**src/ulb_pkg.sv**
```systemverilog
// Shared constants and state types for the serial transceiver with break
package ulb_pkg;

	// ------------------------------------------------------------
	// Timing
	// ------------------------------------------------------------
	localparam int unsigned CLOCK_PERIOD_NS  = 5;
	// Baud ticks per bit time (oversampling of the baud enable)
	localparam logic [3:0]  TICKS_LAST       = 4'h000F;
	localparam logic [3:0]  TICKS_MID        = 4'h0007;
	// Extra idle between back-to-back frames, in ns, rounded up to clock periods
	localparam int unsigned TX_GAP_NS        = 10;
	localparam logic [1:0]  TX_GAP_CYCLES    =
		2'((TX_GAP_NS + CLOCK_PERIOD_NS - 1) / CLOCK_PERIOD_NS);

	// ------------------------------------------------------------
	// Frame and break figures
	// ------------------------------------------------------------
	localparam logic [4:0]  BREAK_TX_BASE    = 5'h000D;
	localparam logic [4:0]  BREAK_RX_MIN     = 5'h000B;
	localparam logic [4:0]  BREAK_RX_SAT     = 5'h001F;
	localparam logic [3:0]  CHAR_BITS_LONG   = 4'h0008;
	localparam logic [3:0]  CHAR_BITS_SHORT  = 4'h0007;

	// ------------------------------------------------------------
	// Reset values
	// ------------------------------------------------------------
	localparam logic [7:0]  TX_DATA_RESET    = 8'h00FF;
	localparam logic [7:0]  RX_DATA_RESET    = 8'h00FF;
	localparam logic [7:0]  RX_SHIFT_INIT    = 8'h00FF;

	// ------------------------------------------------------------
	// Parity modes and flag clear lanes
	// ------------------------------------------------------------
	localparam logic [1:0]  PARITY_NONE      = 2'h0;
	localparam logic [1:0]  PARITY_ZERO      = 2'h1;
	localparam logic [1:0]  PARITY_ODD       = 2'h2;
	localparam logic [1:0]  PARITY_EVEN      = 2'h3;
	localparam int unsigned CLR_OVERRUN      = 0;
	localparam int unsigned CLR_FRAMING      = 1;
	localparam int unsigned CLR_PARITY       = 2;

	// ------------------------------------------------------------
	// State machines
	// ------------------------------------------------------------
	typedef enum logic [2:0] {
		TX_IDLE   = 3'b000,
		TX_START  = 3'b001,
		TX_DATA   = 3'b011,
		TX_PARITY = 3'b010,
		TX_STOP   = 3'b110,
		TX_GAP    = 3'b111,
		TX_BREAK  = 3'b101
	} ulb_tx_state_e;

	typedef enum logic [2:0] {
		RX_IDLE   = 3'b000,
		RX_ARMED  = 3'b001,
		RX_START  = 3'b011,
		RX_DATA   = 3'b010,
		RX_PARITY = 3'b110,
		RX_STOP   = 3'b111,
		RX_BREAK  = 3'b101
	} ulb_rx_state_e;

endpackage : ulb_pkg

```
**src/ulb_rx.sv**
```systemverilog
// Receiver: start detection, data, error flags and break measurement
`timescale 1ns/1ps
module ulb_rx
	import ulb_pkg::*;
(
	input  wire logic       clock_in,
	input  wire logic       rst_n_in,
	input  wire logic       power_on_bit_in,
	input  wire logic       rx_enable_bit_in,
	input  wire logic       baud_tick_in,
	input  wire logic       serial_in_pin_in,
	input  wire logic       char_len8_in,
	input  wire logic [1:0] parity_mode_in,
	input  wire logic       msb_first_in,
	input  wire logic       break_rx_trigger_in,
	input  wire logic       rx_data_read_in,
	input  wire logic [2:0] status_clear_in,
	output logic      [7:0] rx_data_reg_out,
	output logic            parity_error_flag_out,
	output logic            framing_error_flag_out,
	output logic            overrun_flag_out,
	output logic            rx_done_irq_out,
	output logic            break_rx_active_flag_out
);

	// ------------------------------------------------------------
	// Bit timing
	// ------------------------------------------------------------
	ulb_rx_state_e state_reg;
	logic [3:0]    tick_reg;
	logic [4:0]    bit_reg;
	logic [7:0]    shift_reg;
	logic          par_bit_reg;
	logic          full_reg;
	logic          rx_on;
	logic          mid;
	logic          done;
	logic          pe_set;
	logic          fe_set;
	logic          ov_set;
	logic [7:0]    word;
	logic [3:0]    nbits;

	assign rx_on = power_on_bit_in && rx_enable_bit_in;
	assign mid   = baud_tick_in && (tick_reg == TICKS_MID);
	assign nbits = char_len8_in ? CHAR_BITS_LONG : CHAR_BITS_SHORT;

	always_comb begin
		if (char_len8_in)
			word = shift_reg;
		else if (msb_first_in)
			word = {shift_reg[6:0], 1'b0};
		else
			word = {1'b0, shift_reg[7:1]};
	end

	// Stop bit sampled: one stop bit only, a second is never looked at
	assign done   = (state_reg == RX_STOP) && mid;
	assign pe_set = done && parity_mode_in[1] &&
		((^word ^ par_bit_reg) == parity_mode_in[0]);
	assign fe_set = done && !serial_in_pin_in;
	assign ov_set = done && full_reg;

	// ------------------------------------------------------------
	// Receive state machine
	// ------------------------------------------------------------
	always_ff @(posedge clock_in or negedge rst_n_in) begin
		if (!rst_n_in) begin
			state_reg   <= RX_IDLE;
			tick_reg    <= '0;
			bit_reg     <= '0;
			shift_reg   <= RX_SHIFT_INIT;
			par_bit_reg <= 1'b0;
		end else if (!rx_on) begin
			state_reg <= RX_IDLE;
			shift_reg <= RX_SHIFT_INIT;
		end else begin
			if (baud_tick_in)
				tick_reg <= (tick_reg == TICKS_LAST) ? '0 : tick_reg + 4'h0001;
			case (state_reg)
			RX_IDLE: begin
				// Line must be seen high before a falling edge counts
				if (serial_in_pin_in)
					state_reg <= RX_ARMED;
			end
			RX_ARMED: begin
				if (!serial_in_pin_in) begin
					state_reg <= RX_START;
					tick_reg  <= '0;
				end
			end
			RX_START: begin
				if (mid) begin
					bit_reg <= 5'h0001;
					// Glitch shorter than half a bit is dropped
					if (serial_in_pin_in)
						state_reg <= RX_IDLE;
					else if (break_rx_active_flag_out)
						state_reg <= RX_BREAK;
					else begin
						state_reg <= RX_DATA;
						shift_reg <= RX_SHIFT_INIT;
						bit_reg   <= '0;
					end
				end
			end
			RX_DATA: begin
				if (mid) begin
					if (msb_first_in)
						shift_reg <= {shift_reg[6:0], serial_in_pin_in};
					else
						shift_reg <= {serial_in_pin_in, shift_reg[7:1]};
					bit_reg <= bit_reg + 5'h0001;
					if (bit_reg[3:0] == nbits - 4'h0001)
						state_reg <= (parity_mode_in == PARITY_NONE) ?
							RX_STOP : RX_PARITY;
				end
			end
			RX_PARITY: begin
				if (mid) begin
					par_bit_reg <= serial_in_pin_in;
					state_reg   <= RX_STOP;
				end
			end
			RX_STOP: begin
				if (mid)
					state_reg <= RX_IDLE;
			end
			RX_BREAK: begin
				// Count whole low bit times, saturating
				if (mid) begin
					if (serial_in_pin_in)
						state_reg <= RX_IDLE;
					else if (bit_reg != BREAK_RX_SAT)
						bit_reg <= bit_reg + 5'h0001;
				end
			end
			default: state_reg <= RX_IDLE;
			endcase
		end
	end

	// ------------------------------------------------------------
	// Data register and unread tracking
	// ------------------------------------------------------------
	always_ff @(posedge clock_in or negedge rst_n_in) begin
		if (!rst_n_in) begin
			rx_data_reg_out <= RX_DATA_RESET;
			full_reg        <= 1'b0;
		end else if (!power_on_bit_in) begin
			rx_data_reg_out <= RX_DATA_RESET;
			full_reg        <= 1'b0;
		end else if (done && !full_reg) begin
			rx_data_reg_out <= word;
			full_reg        <= 1'b1;
		end else if (rx_data_read_in || !rx_enable_bit_in) begin
			full_reg <= 1'b0;
		end
	end

	// ------------------------------------------------------------
	// Error flags: set beats a clear of the same cycle
	// ------------------------------------------------------------
	always_ff @(posedge clock_in or negedge rst_n_in) begin
		if (!rst_n_in) begin
			parity_error_flag_out  <= 1'b0;
			framing_error_flag_out <= 1'b0;
			overrun_flag_out       <= 1'b0;
		end else if (!rx_on) begin
			parity_error_flag_out  <= 1'b0;
			framing_error_flag_out <= 1'b0;
			overrun_flag_out       <= 1'b0;
		end else begin
			if (pe_set)
				parity_error_flag_out <= 1'b1;
			else if (status_clear_in[CLR_PARITY])
				parity_error_flag_out <= 1'b0;
			if (fe_set)
				framing_error_flag_out <= 1'b1;
			else if (status_clear_in[CLR_FRAMING])
				framing_error_flag_out <= 1'b0;
			if (ov_set)
				overrun_flag_out <= 1'b1;
			else if (status_clear_in[CLR_OVERRUN])
				overrun_flag_out <= 1'b0;
		end
	end

	// ------------------------------------------------------------
	// Break wait flag and completion pulse
	// ------------------------------------------------------------
	always_ff @(posedge clock_in or negedge rst_n_in) begin
		if (!rst_n_in) begin
			break_rx_active_flag_out <= 1'b0;
			rx_done_irq_out          <= 1'b0;
		end else begin
			rx_done_irq_out <= rx_on && done;
			if (!rx_on)
				break_rx_active_flag_out <= 1'b0;
			else if (state_reg == RX_BREAK && mid && serial_in_pin_in &&
					bit_reg >= BREAK_RX_MIN) begin
				// Valid break: no data move, no error flags
				break_rx_active_flag_out <= 1'b0;
				rx_done_irq_out          <= 1'b1;
			end else if (break_rx_trigger_in)
				break_rx_active_flag_out <= 1'b1;
		end
	end

endmodule : ulb_rx

```
**src/ulb_top.sv**
```systemverilog
// Top of the serial transceiver: reset release, transmitter, receiver
`timescale 1ns/1ps
module ulb_top
	import ulb_pkg::*;
(
	input  wire logic       clock_in,
	input  wire logic       resetn_in,
	input  wire logic       baud_tick_in,
	input  wire logic       power_on_bit_in,
	input  wire logic       tx_enable_bit_in,
	input  wire logic       rx_enable_bit_in,
	input  wire logic       char_len8_in,
	input  wire logic [1:0] parity_mode_in,
	input  wire logic       stop2_in,
	input  wire logic       msb_first_in,
	input  wire logic       tx_level_invert_in,
	input  wire logic [2:0] break_length_field_in,
	input  wire logic       tx_data_write_in,
	input  wire logic [7:0] tx_data_in,
	input  wire logic       break_tx_trigger_set_in,
	input  wire logic       break_rx_trigger_set_in,
	input  wire logic       rx_data_read_in,
	input  wire logic [2:0] status_clear_in,
	input  wire logic       serial_in_pin_in,
	output logic            serial_out_pin_out,
	output logic            tx_enable_irq_out,
	output logic            tx_busy_flag_out,
	output logic            break_tx_trigger_out,
	output logic      [7:0] tx_data_reg_out,
	output logic      [7:0] rx_data_reg_out,
	output logic            parity_error_flag_out,
	output logic            framing_error_flag_out,
	output logic            overrun_flag_out,
	output logic            rx_done_irq_out,
	output logic            break_rx_active_flag_out
);

	// ------------------------------------------------------------
	// Reset release
	// ------------------------------------------------------------
	logic [1:0] rst_sync_reg;
	logic       rst_n;

	always_ff @(posedge clock_in or negedge resetn_in) begin
		if (!resetn_in)
			rst_sync_reg <= 2'b00;
		else
			rst_sync_reg <= {rst_sync_reg[0], 1'b1};
	end
	assign rst_n = rst_sync_reg[1];

	// ------------------------------------------------------------
	// Transmit timing
	// ------------------------------------------------------------
	ulb_tx_state_e tx_state_reg;
	logic [3:0]    tx_tick_reg;
	logic [4:0]    tx_bit_reg;
	logic [7:0]    tx_shift_reg;
	logic          tx_par_reg;
	logic          tx_pending_reg;
	logic [1:0]    tx_gap_reg;
	logic          tx_on;
	logic          bit_end;
	logic          tx_line;
	logic [3:0]    tx_nbits;
	logic [4:0]    break_bits;
	logic [7:0]    load_word;

	assign tx_on      = power_on_bit_in && tx_enable_bit_in;
	// Own tick counter, separate from the receiver's
	assign bit_end    = baud_tick_in && (tx_tick_reg == TICKS_LAST);
	assign tx_nbits   = char_len8_in ? CHAR_BITS_LONG : CHAR_BITS_SHORT;
	assign break_bits = BREAK_TX_BASE + {2'b00, break_length_field_in};
	// Unused bit of a 7-bit character is dropped for parity
	assign load_word  = char_len8_in ? tx_data_reg_out :
		(msb_first_in ? {tx_data_reg_out[7:1], 1'b0} :
		 {1'b0, tx_data_reg_out[6:0]});

	always_comb begin
		case (tx_state_reg)
		TX_START:  tx_line = 1'b0;
		TX_DATA:   tx_line = msb_first_in ? tx_shift_reg[7] : tx_shift_reg[0];
		TX_PARITY: tx_line = tx_par_reg;
		TX_BREAK:  tx_line = 1'b0;
		default:   tx_line = 1'b1;
		endcase
	end

	// ------------------------------------------------------------
	// Transmit data register and pending byte
	// ------------------------------------------------------------
	always_ff @(posedge clock_in or negedge rst_n) begin
		if (!rst_n) begin
			tx_data_reg_out <= TX_DATA_RESET;
			tx_pending_reg  <= 1'b0;
		end else begin
			if (tx_data_write_in)
				// A second write before the copy replaces the byte
				tx_data_reg_out <= tx_data_in;
			if (!tx_on)
				tx_pending_reg <= 1'b0;
			else if (tx_data_write_in)
				tx_pending_reg <= 1'b1;
			else if (tx_state_reg == TX_IDLE && !break_tx_trigger_out)
				tx_pending_reg <= 1'b0;
		end
	end

	// ------------------------------------------------------------
	// Break transmit trigger
	// ------------------------------------------------------------
	always_ff @(posedge clock_in or negedge rst_n) begin
		if (!rst_n)
			break_tx_trigger_out <= 1'b0;
		else if (!tx_on)
			break_tx_trigger_out <= 1'b0;
		else if (break_tx_trigger_set_in)
			break_tx_trigger_out <= 1'b1;
		else if (tx_state_reg == TX_BREAK && bit_end &&
				tx_bit_reg == break_bits - 5'h0001)
			break_tx_trigger_out <= 1'b0;
	end

	// ------------------------------------------------------------
	// Transmit state machine
	// ------------------------------------------------------------
	always_ff @(posedge clock_in or negedge rst_n) begin
		if (!rst_n) begin
			tx_state_reg <= TX_IDLE;
			tx_tick_reg  <= '0;
			tx_bit_reg   <= '0;
			tx_shift_reg <= TX_DATA_RESET;
			tx_par_reg   <= 1'b0;
			tx_gap_reg   <= '0;
		end else if (!tx_on) begin
			tx_state_reg <= TX_IDLE;
		end else begin
			if (baud_tick_in)
				tx_tick_reg <= bit_end ? '0 : tx_tick_reg + 4'h0001;
			case (tx_state_reg)
			TX_IDLE: begin
				tx_tick_reg <= '0;
				tx_bit_reg  <= '0;
				// Stays here after a break until new work
				if (break_tx_trigger_out)
					tx_state_reg <= TX_BREAK;
				else if (tx_pending_reg) begin
					tx_shift_reg <= load_word;
					case (parity_mode_in)
					PARITY_ODD:  tx_par_reg <= ~^load_word;
					PARITY_EVEN: tx_par_reg <= ^load_word;
					default:     tx_par_reg <= 1'b0;
					endcase
					tx_state_reg <= TX_START;
				end
			end
			TX_START: begin
				if (bit_end)
					tx_state_reg <= TX_DATA;
			end
			TX_DATA: begin
				if (bit_end) begin
					tx_shift_reg <= msb_first_in ? {tx_shift_reg[6:0], 1'b1} :
						{1'b1, tx_shift_reg[7:1]};
					tx_bit_reg <= tx_bit_reg + 5'h0001;
					if (tx_bit_reg[3:0] == tx_nbits - 4'h0001) begin
						tx_bit_reg   <= '0;
						tx_state_reg <= (parity_mode_in == PARITY_NONE) ?
							TX_STOP : TX_PARITY;
					end
				end
			end
			TX_PARITY: begin
				if (bit_end)
					tx_state_reg <= TX_STOP;
			end
			TX_STOP: begin
				if (bit_end) begin
					tx_bit_reg <= tx_bit_reg + 5'h0001;
					if (tx_bit_reg[0] == stop2_in) begin
						// Gap cycles plus the idle cycle give two extra clocks
						tx_gap_reg   <= TX_GAP_CYCLES - 2'h2;
						tx_state_reg <= tx_pending_reg ? TX_GAP : TX_IDLE;
					end
				end
			end
			TX_GAP: begin
				// Line stays high two clocks longer between frames
				if (tx_gap_reg == '0)
					tx_state_reg <= TX_IDLE;
				else
					tx_gap_reg <= tx_gap_reg - 2'h1;
			end
			TX_BREAK: begin
				if (bit_end) begin
					tx_bit_reg <= tx_bit_reg + 5'h0001;
					if (tx_bit_reg == break_bits - 5'h0001)
						tx_state_reg <= TX_IDLE;
				end
			end
			default: tx_state_reg <= TX_IDLE;
			endcase
		end
	end

	// ------------------------------------------------------------
	// Transmit outputs
	// ------------------------------------------------------------
	always_ff @(posedge clock_in or negedge rst_n) begin
		if (!rst_n) begin
			serial_out_pin_out <= 1'b1;
			tx_enable_irq_out  <= 1'b0;
			tx_busy_flag_out   <= 1'b0;
		end else begin
			// Powered down the pin idles high regardless of inversion
			serial_out_pin_out <= power_on_bit_in ?
				(tx_line ^ tx_level_invert_in) : 1'b1;
			tx_enable_irq_out  <= tx_on && tx_state_reg == TX_IDLE &&
				(break_tx_trigger_out || tx_pending_reg);
			tx_busy_flag_out   <= tx_on && (tx_pending_reg ||
				(tx_state_reg != TX_IDLE && tx_state_reg != TX_BREAK));
		end
	end

	// ------------------------------------------------------------
	// Receiver
	// ------------------------------------------------------------
	ulb_rx u_rx (
		.clock_in                 (clock_in),
		.rst_n_in                 (rst_n),
		.power_on_bit_in          (power_on_bit_in),
		.rx_enable_bit_in         (rx_enable_bit_in),
		.baud_tick_in             (baud_tick_in),
		.serial_in_pin_in         (serial_in_pin_in),
		.char_len8_in             (char_len8_in),
		.parity_mode_in           (parity_mode_in),
		.msb_first_in             (msb_first_in),
		.break_rx_trigger_in      (break_rx_trigger_set_in),
		.rx_data_read_in          (rx_data_read_in),
		.status_clear_in          (status_clear_in),
		.rx_data_reg_out          (rx_data_reg_out),
		.parity_error_flag_out    (parity_error_flag_out),
		.framing_error_flag_out   (framing_error_flag_out),
		.overrun_flag_out         (overrun_flag_out),
		.rx_done_irq_out          (rx_done_irq_out),
		.break_rx_active_flag_out (break_rx_active_flag_out)
	);

endmodule : ulb_top

```
**config.mk**
```make
export PLATFORM = sky130hd
export DESIGN_NAME = ulb_top
export DESIGN_NICKNAME = d
export VERILOG_FILES = /design/src/ulb_pkg.sv /design/src/ulb_rx.sv /design/src/ulb_top.sv
export SDC_FILE = /design/constraint.sdc
export NUM_CORES = 1
export LEC_CHECK = 0
export BUFFER_PORTS_ARGS = -buffer_cell sky130_fd_sc_hd__buf_2
export CAP_MARGIN = 10
export CORE_ASPECT_RATIO = 1.2
export CORE_UTILIZATION = 35
export DETAILED_ROUTE_END_ITERATION = 6
export SLEW_MARGIN = 5
export SYNTH_ARGS = -nofsm -noshare
export SYNTH_HDL_FRONTEND = slang
export SYNTH_SLANG_ARGS = --single-unit
```
**constraint.sdc**
```tcl
create_clock -name clock_in -period 2.5 [get_ports clock_in]
set_clock_uncertainty 0.2 [all_clocks]
set_input_delay 0.5 -clock clock_in [delete_from_list [all_inputs] [get_ports clock_in]]
set_output_delay 0.5 -clock clock_in [all_outputs]
set_load 0.01 [all_outputs]
```
==> flow_summary.json <==
{
  "status": "finished clean",
  "num_rows": 43,
  "place_ws_ns": 0.112,
  "drtAntennaViolNets": 0,
  "initial_core_util_pct": 36.5,
  "drt_iter0_drc": 117,
  "regArea_mm2": 0.00187,
  "grt_max_degree": 49,
  "grt_use_total_pct": 16.5,
  "critPathKind": "flip-flop to flip-flop",
  "dr.pass1.iters": 5,
  "setup-violations-final": 0,
  "r2r_start": "u_rx.bit_reg[0]",
  "core-area_mm2": 0.0117,
  "fin_ws_ns": 0.169,
  "clock_latency_ns": 0.34,
  "gp_congestion": 0.876,
  "fill_cells": 1177,
  "crit_required_ns": 2.56,
  "grt_overflow": 0,
  "ff2ff_path_depth": 8,
  "grt_pass1_wl_mm": 16.2,
  "post_drt_wl_per_cell_um": 14.3,
  "dieArea_mm2": 0.0127,
  "final_max_slew_viol_count": 0,
  "yosys.cell_types.count": 59,
  "synth_seq_cells": 73,
  "dp_hpwl_mm": 6.87,
  "ys_seq_area_share_pct": 43.7,
  "syn_area_mm2": 0.00428,
  "cp_max_fo": 8,
  "die_w_um": 103,
  "multiInputGateArea_mm2": 0.00225,
  "fin_crit_ns": 2.33,
  "via_per_inst": 5.25,
  "die_h_um": 123,
  "cts_tree": "yes",
  "p_per_area_mw_per_mm2": 624,
  "antenna_cells": 0,
  "yosys.area.top_type_share_pct": 23.4,
  "startpoint": "u_rx.bit_reg[0]",
  "cts_root_buffer": "clkbuf_16",
  "layout.nets": 548,
  "post_dp_cell_area_mm2": 0.00475,
  "ir_worst_vdd_mv": 0.432,
  "synthFlopType": "dfrtp_1",
  "design_area_mm2": 0.00509,
  "grt_pass1_vias": 3433,
  "htreeDepth": 3,
  "async_reset_ff_share_pct": 100,
  "fin_crit_sh_pct": 93.2,
  "avgSynthCellArea_um2": 9.36,
  "ys.warnings.count": 0,
  "synth_edf_count": 0,
  "clock-sinks": 73,
  "synth_area_leader_cell": "dfrtp_1",
  "drc": 0,
  "vias": 3536,
  "worst_slew_pin_slew_ns": 0.549,
  "max_cap_violations": 0,
  "critPathArrivalTime_ns": 2.40,
  "synthCells": 457,
  "area_growth_pct": 19.0,
  "drive_gt1_share_pct": 29.3,
  "numCtsBuffers": 9,
  "synthTopCellsByArea": "dfrtp_1 (23%), dfstp_2 (20%), mux2_2 (5.8%)",
  "syn_nets": 494,
  "clk_pin_slew_ns": 0.06,
  "clockBufferDepth": 2,
  "antenna_found_initial": 0,
  "slew_headroom_pct": 63.4,
  "port_buffers": 55,
  "leakagePower_nw": 2.28,
  "drt-total-wl_mm": 9.65,
  "hold_class": "flip-flop to async pin",
  "pin_count": 56,
  "startpoint_type": "flip-flop",
  "clock.fmax_mhz": 429,
  "finalHoldViolations": 0,
  "endpoint_kind": "flip-flop"
}
==> area by class of cell <==
cell class,instances,area share (%)
Clock buffer,9,4.42
Clock inverter,7,1.52
Inverter,13,0.958
Multi-Input combinational cell,343,44.2
Sequential cell,73,36.7
Tap cell,157,3.86
Timing Repair Buffer,71,8.31
==> routing by layer <==
| metal | vias to the layer above | wire (um) | global-route usage (%) |
|---|---|---|---|
| li1 | 1735 | - | - |
| met1 | 1698 | 4510 | 21.7 |
| met2 | 87 | 4560 | 26.3 |
| met3 | 16 | 375 | 3.62 |
| met4 | 0 | 210 | 6.87 |
| met5 | - | 0 | 0 |
==> critical path, stage by stage (launching register included) <==
cell	delay [ns]
dfrtp_1	0.45
ha_1	0.27
and3_1	0.19
ha_1	0.19
o41ai_2	0.33
nand3_2	0.21
nor2_1	0.18
nand4_1	0.11
o21ai_1	0.13
==> cells in the mapped netlist, types with 5 or more instances <==
cell,instances
a211oi_1,5
a21oi_1,30
a31oi_1,6
buf_2,9
clkbuf_1,17
dfrtp_1,40
dfstp_2,33
ha_1,6
inv_1,13
mux2_2,22
mux2i_1,18
nand2_1,56
nand2b_1,13
nand3_1,12
nor2_1,34
nor2b_1,5
nor3_1,9
o211ai_1,8
o21ai_0,38
xnor2_1,11
xor2_1,10
==> what timing repair did <==
item	4_1_cts	5_1_grt
setup endpoints to repair	0	3
buffers inserted	0	2
endpoints found under the hold margin	2	0
resized for setup	0	2
hold buffers	1	0
==> logic make-up (layout without fill, tap and decap cells) <==
kind of cell	count (synthesis)	count (layout)	synth area share, %
fa+ha+maj	6	6	1.75
mux	41	41	10.4
simple gates	157	157	17.9
other cells	1	1	0.0876
buf+inv	41	100	4.03
compound gates	115	115	17.0
xor+xnor	23	23	5.20
flops	73	73	43.7
==> stage by stage <==
stage | TNS [ns] | hold WS (ns) | power, mW | util [%] | instances
after floorplan | 0 | 0.00441 | 1.73 | - | 457
after global placement | 0 | 0.0858 | 1.86 | 40.5 | 654
after detailed placement | 0 | 0.0853 | 1.88 | 40.5 | 654
after CTS | 0 | 0.102 | 3.21 | 43.2 | 671
after global routing | -0.0280 | 0.127 | 3.34 | 43.4 | 673
final | 0 | 0.0625 | 3.18 | 43.4 | 673
==> power breakdown <==
group	total [mW]	switching, mW	internal [mW]
Sequential	1.42	0.100	1.32
Combinational	0.437	0.219	0.218
Clock	1.32	0.537	0.783
Total	3.18	0.856	2.32
==> path summary, 6_finish.rpt <==
path	slack [ns]	to
min	0.06	tx_bit_reg[4]
min in group clock_in	0.15	rst_sync_reg[1]
max	0.17	u_rx.bit_reg[3]
min reg2reg	0.06	tx_bit_reg[4]
max reg2reg	0.17	u_rx.bit_reg[3]
max in group asynchronous	1.35	u_rx.rx_data_reg_out[0]
==> placed cells by master (no fill, tap or decap), types with 3 or more instances in the layout <==
master / n
o211ai_1: 8
nor3_1: 9
a211oi_1: 5
and2_1: 4
nand2_1: 56
dfrtp_1: 39
nand4_1: 4
clkbuf_16: 9
nand3_1: 11
a21oi_1: 30
ha_1: 6
nor2_1: 34
mux2i_1: 18
xnor2_1: 11
xor2_1: 10
dfstp_2: 33
o21ai_0: 38
mux2_2: 22
nor2b_1: 5
nand2b_1: 13
buf_4: 13
inv_1: 13
a31oi_1: 6
o31ai_1: 4
and3_1: 3
buf_2: 55
o21a_1: 3
nand3b_1: 3
No activity file was read; power rests on OpenSTA's default activity.
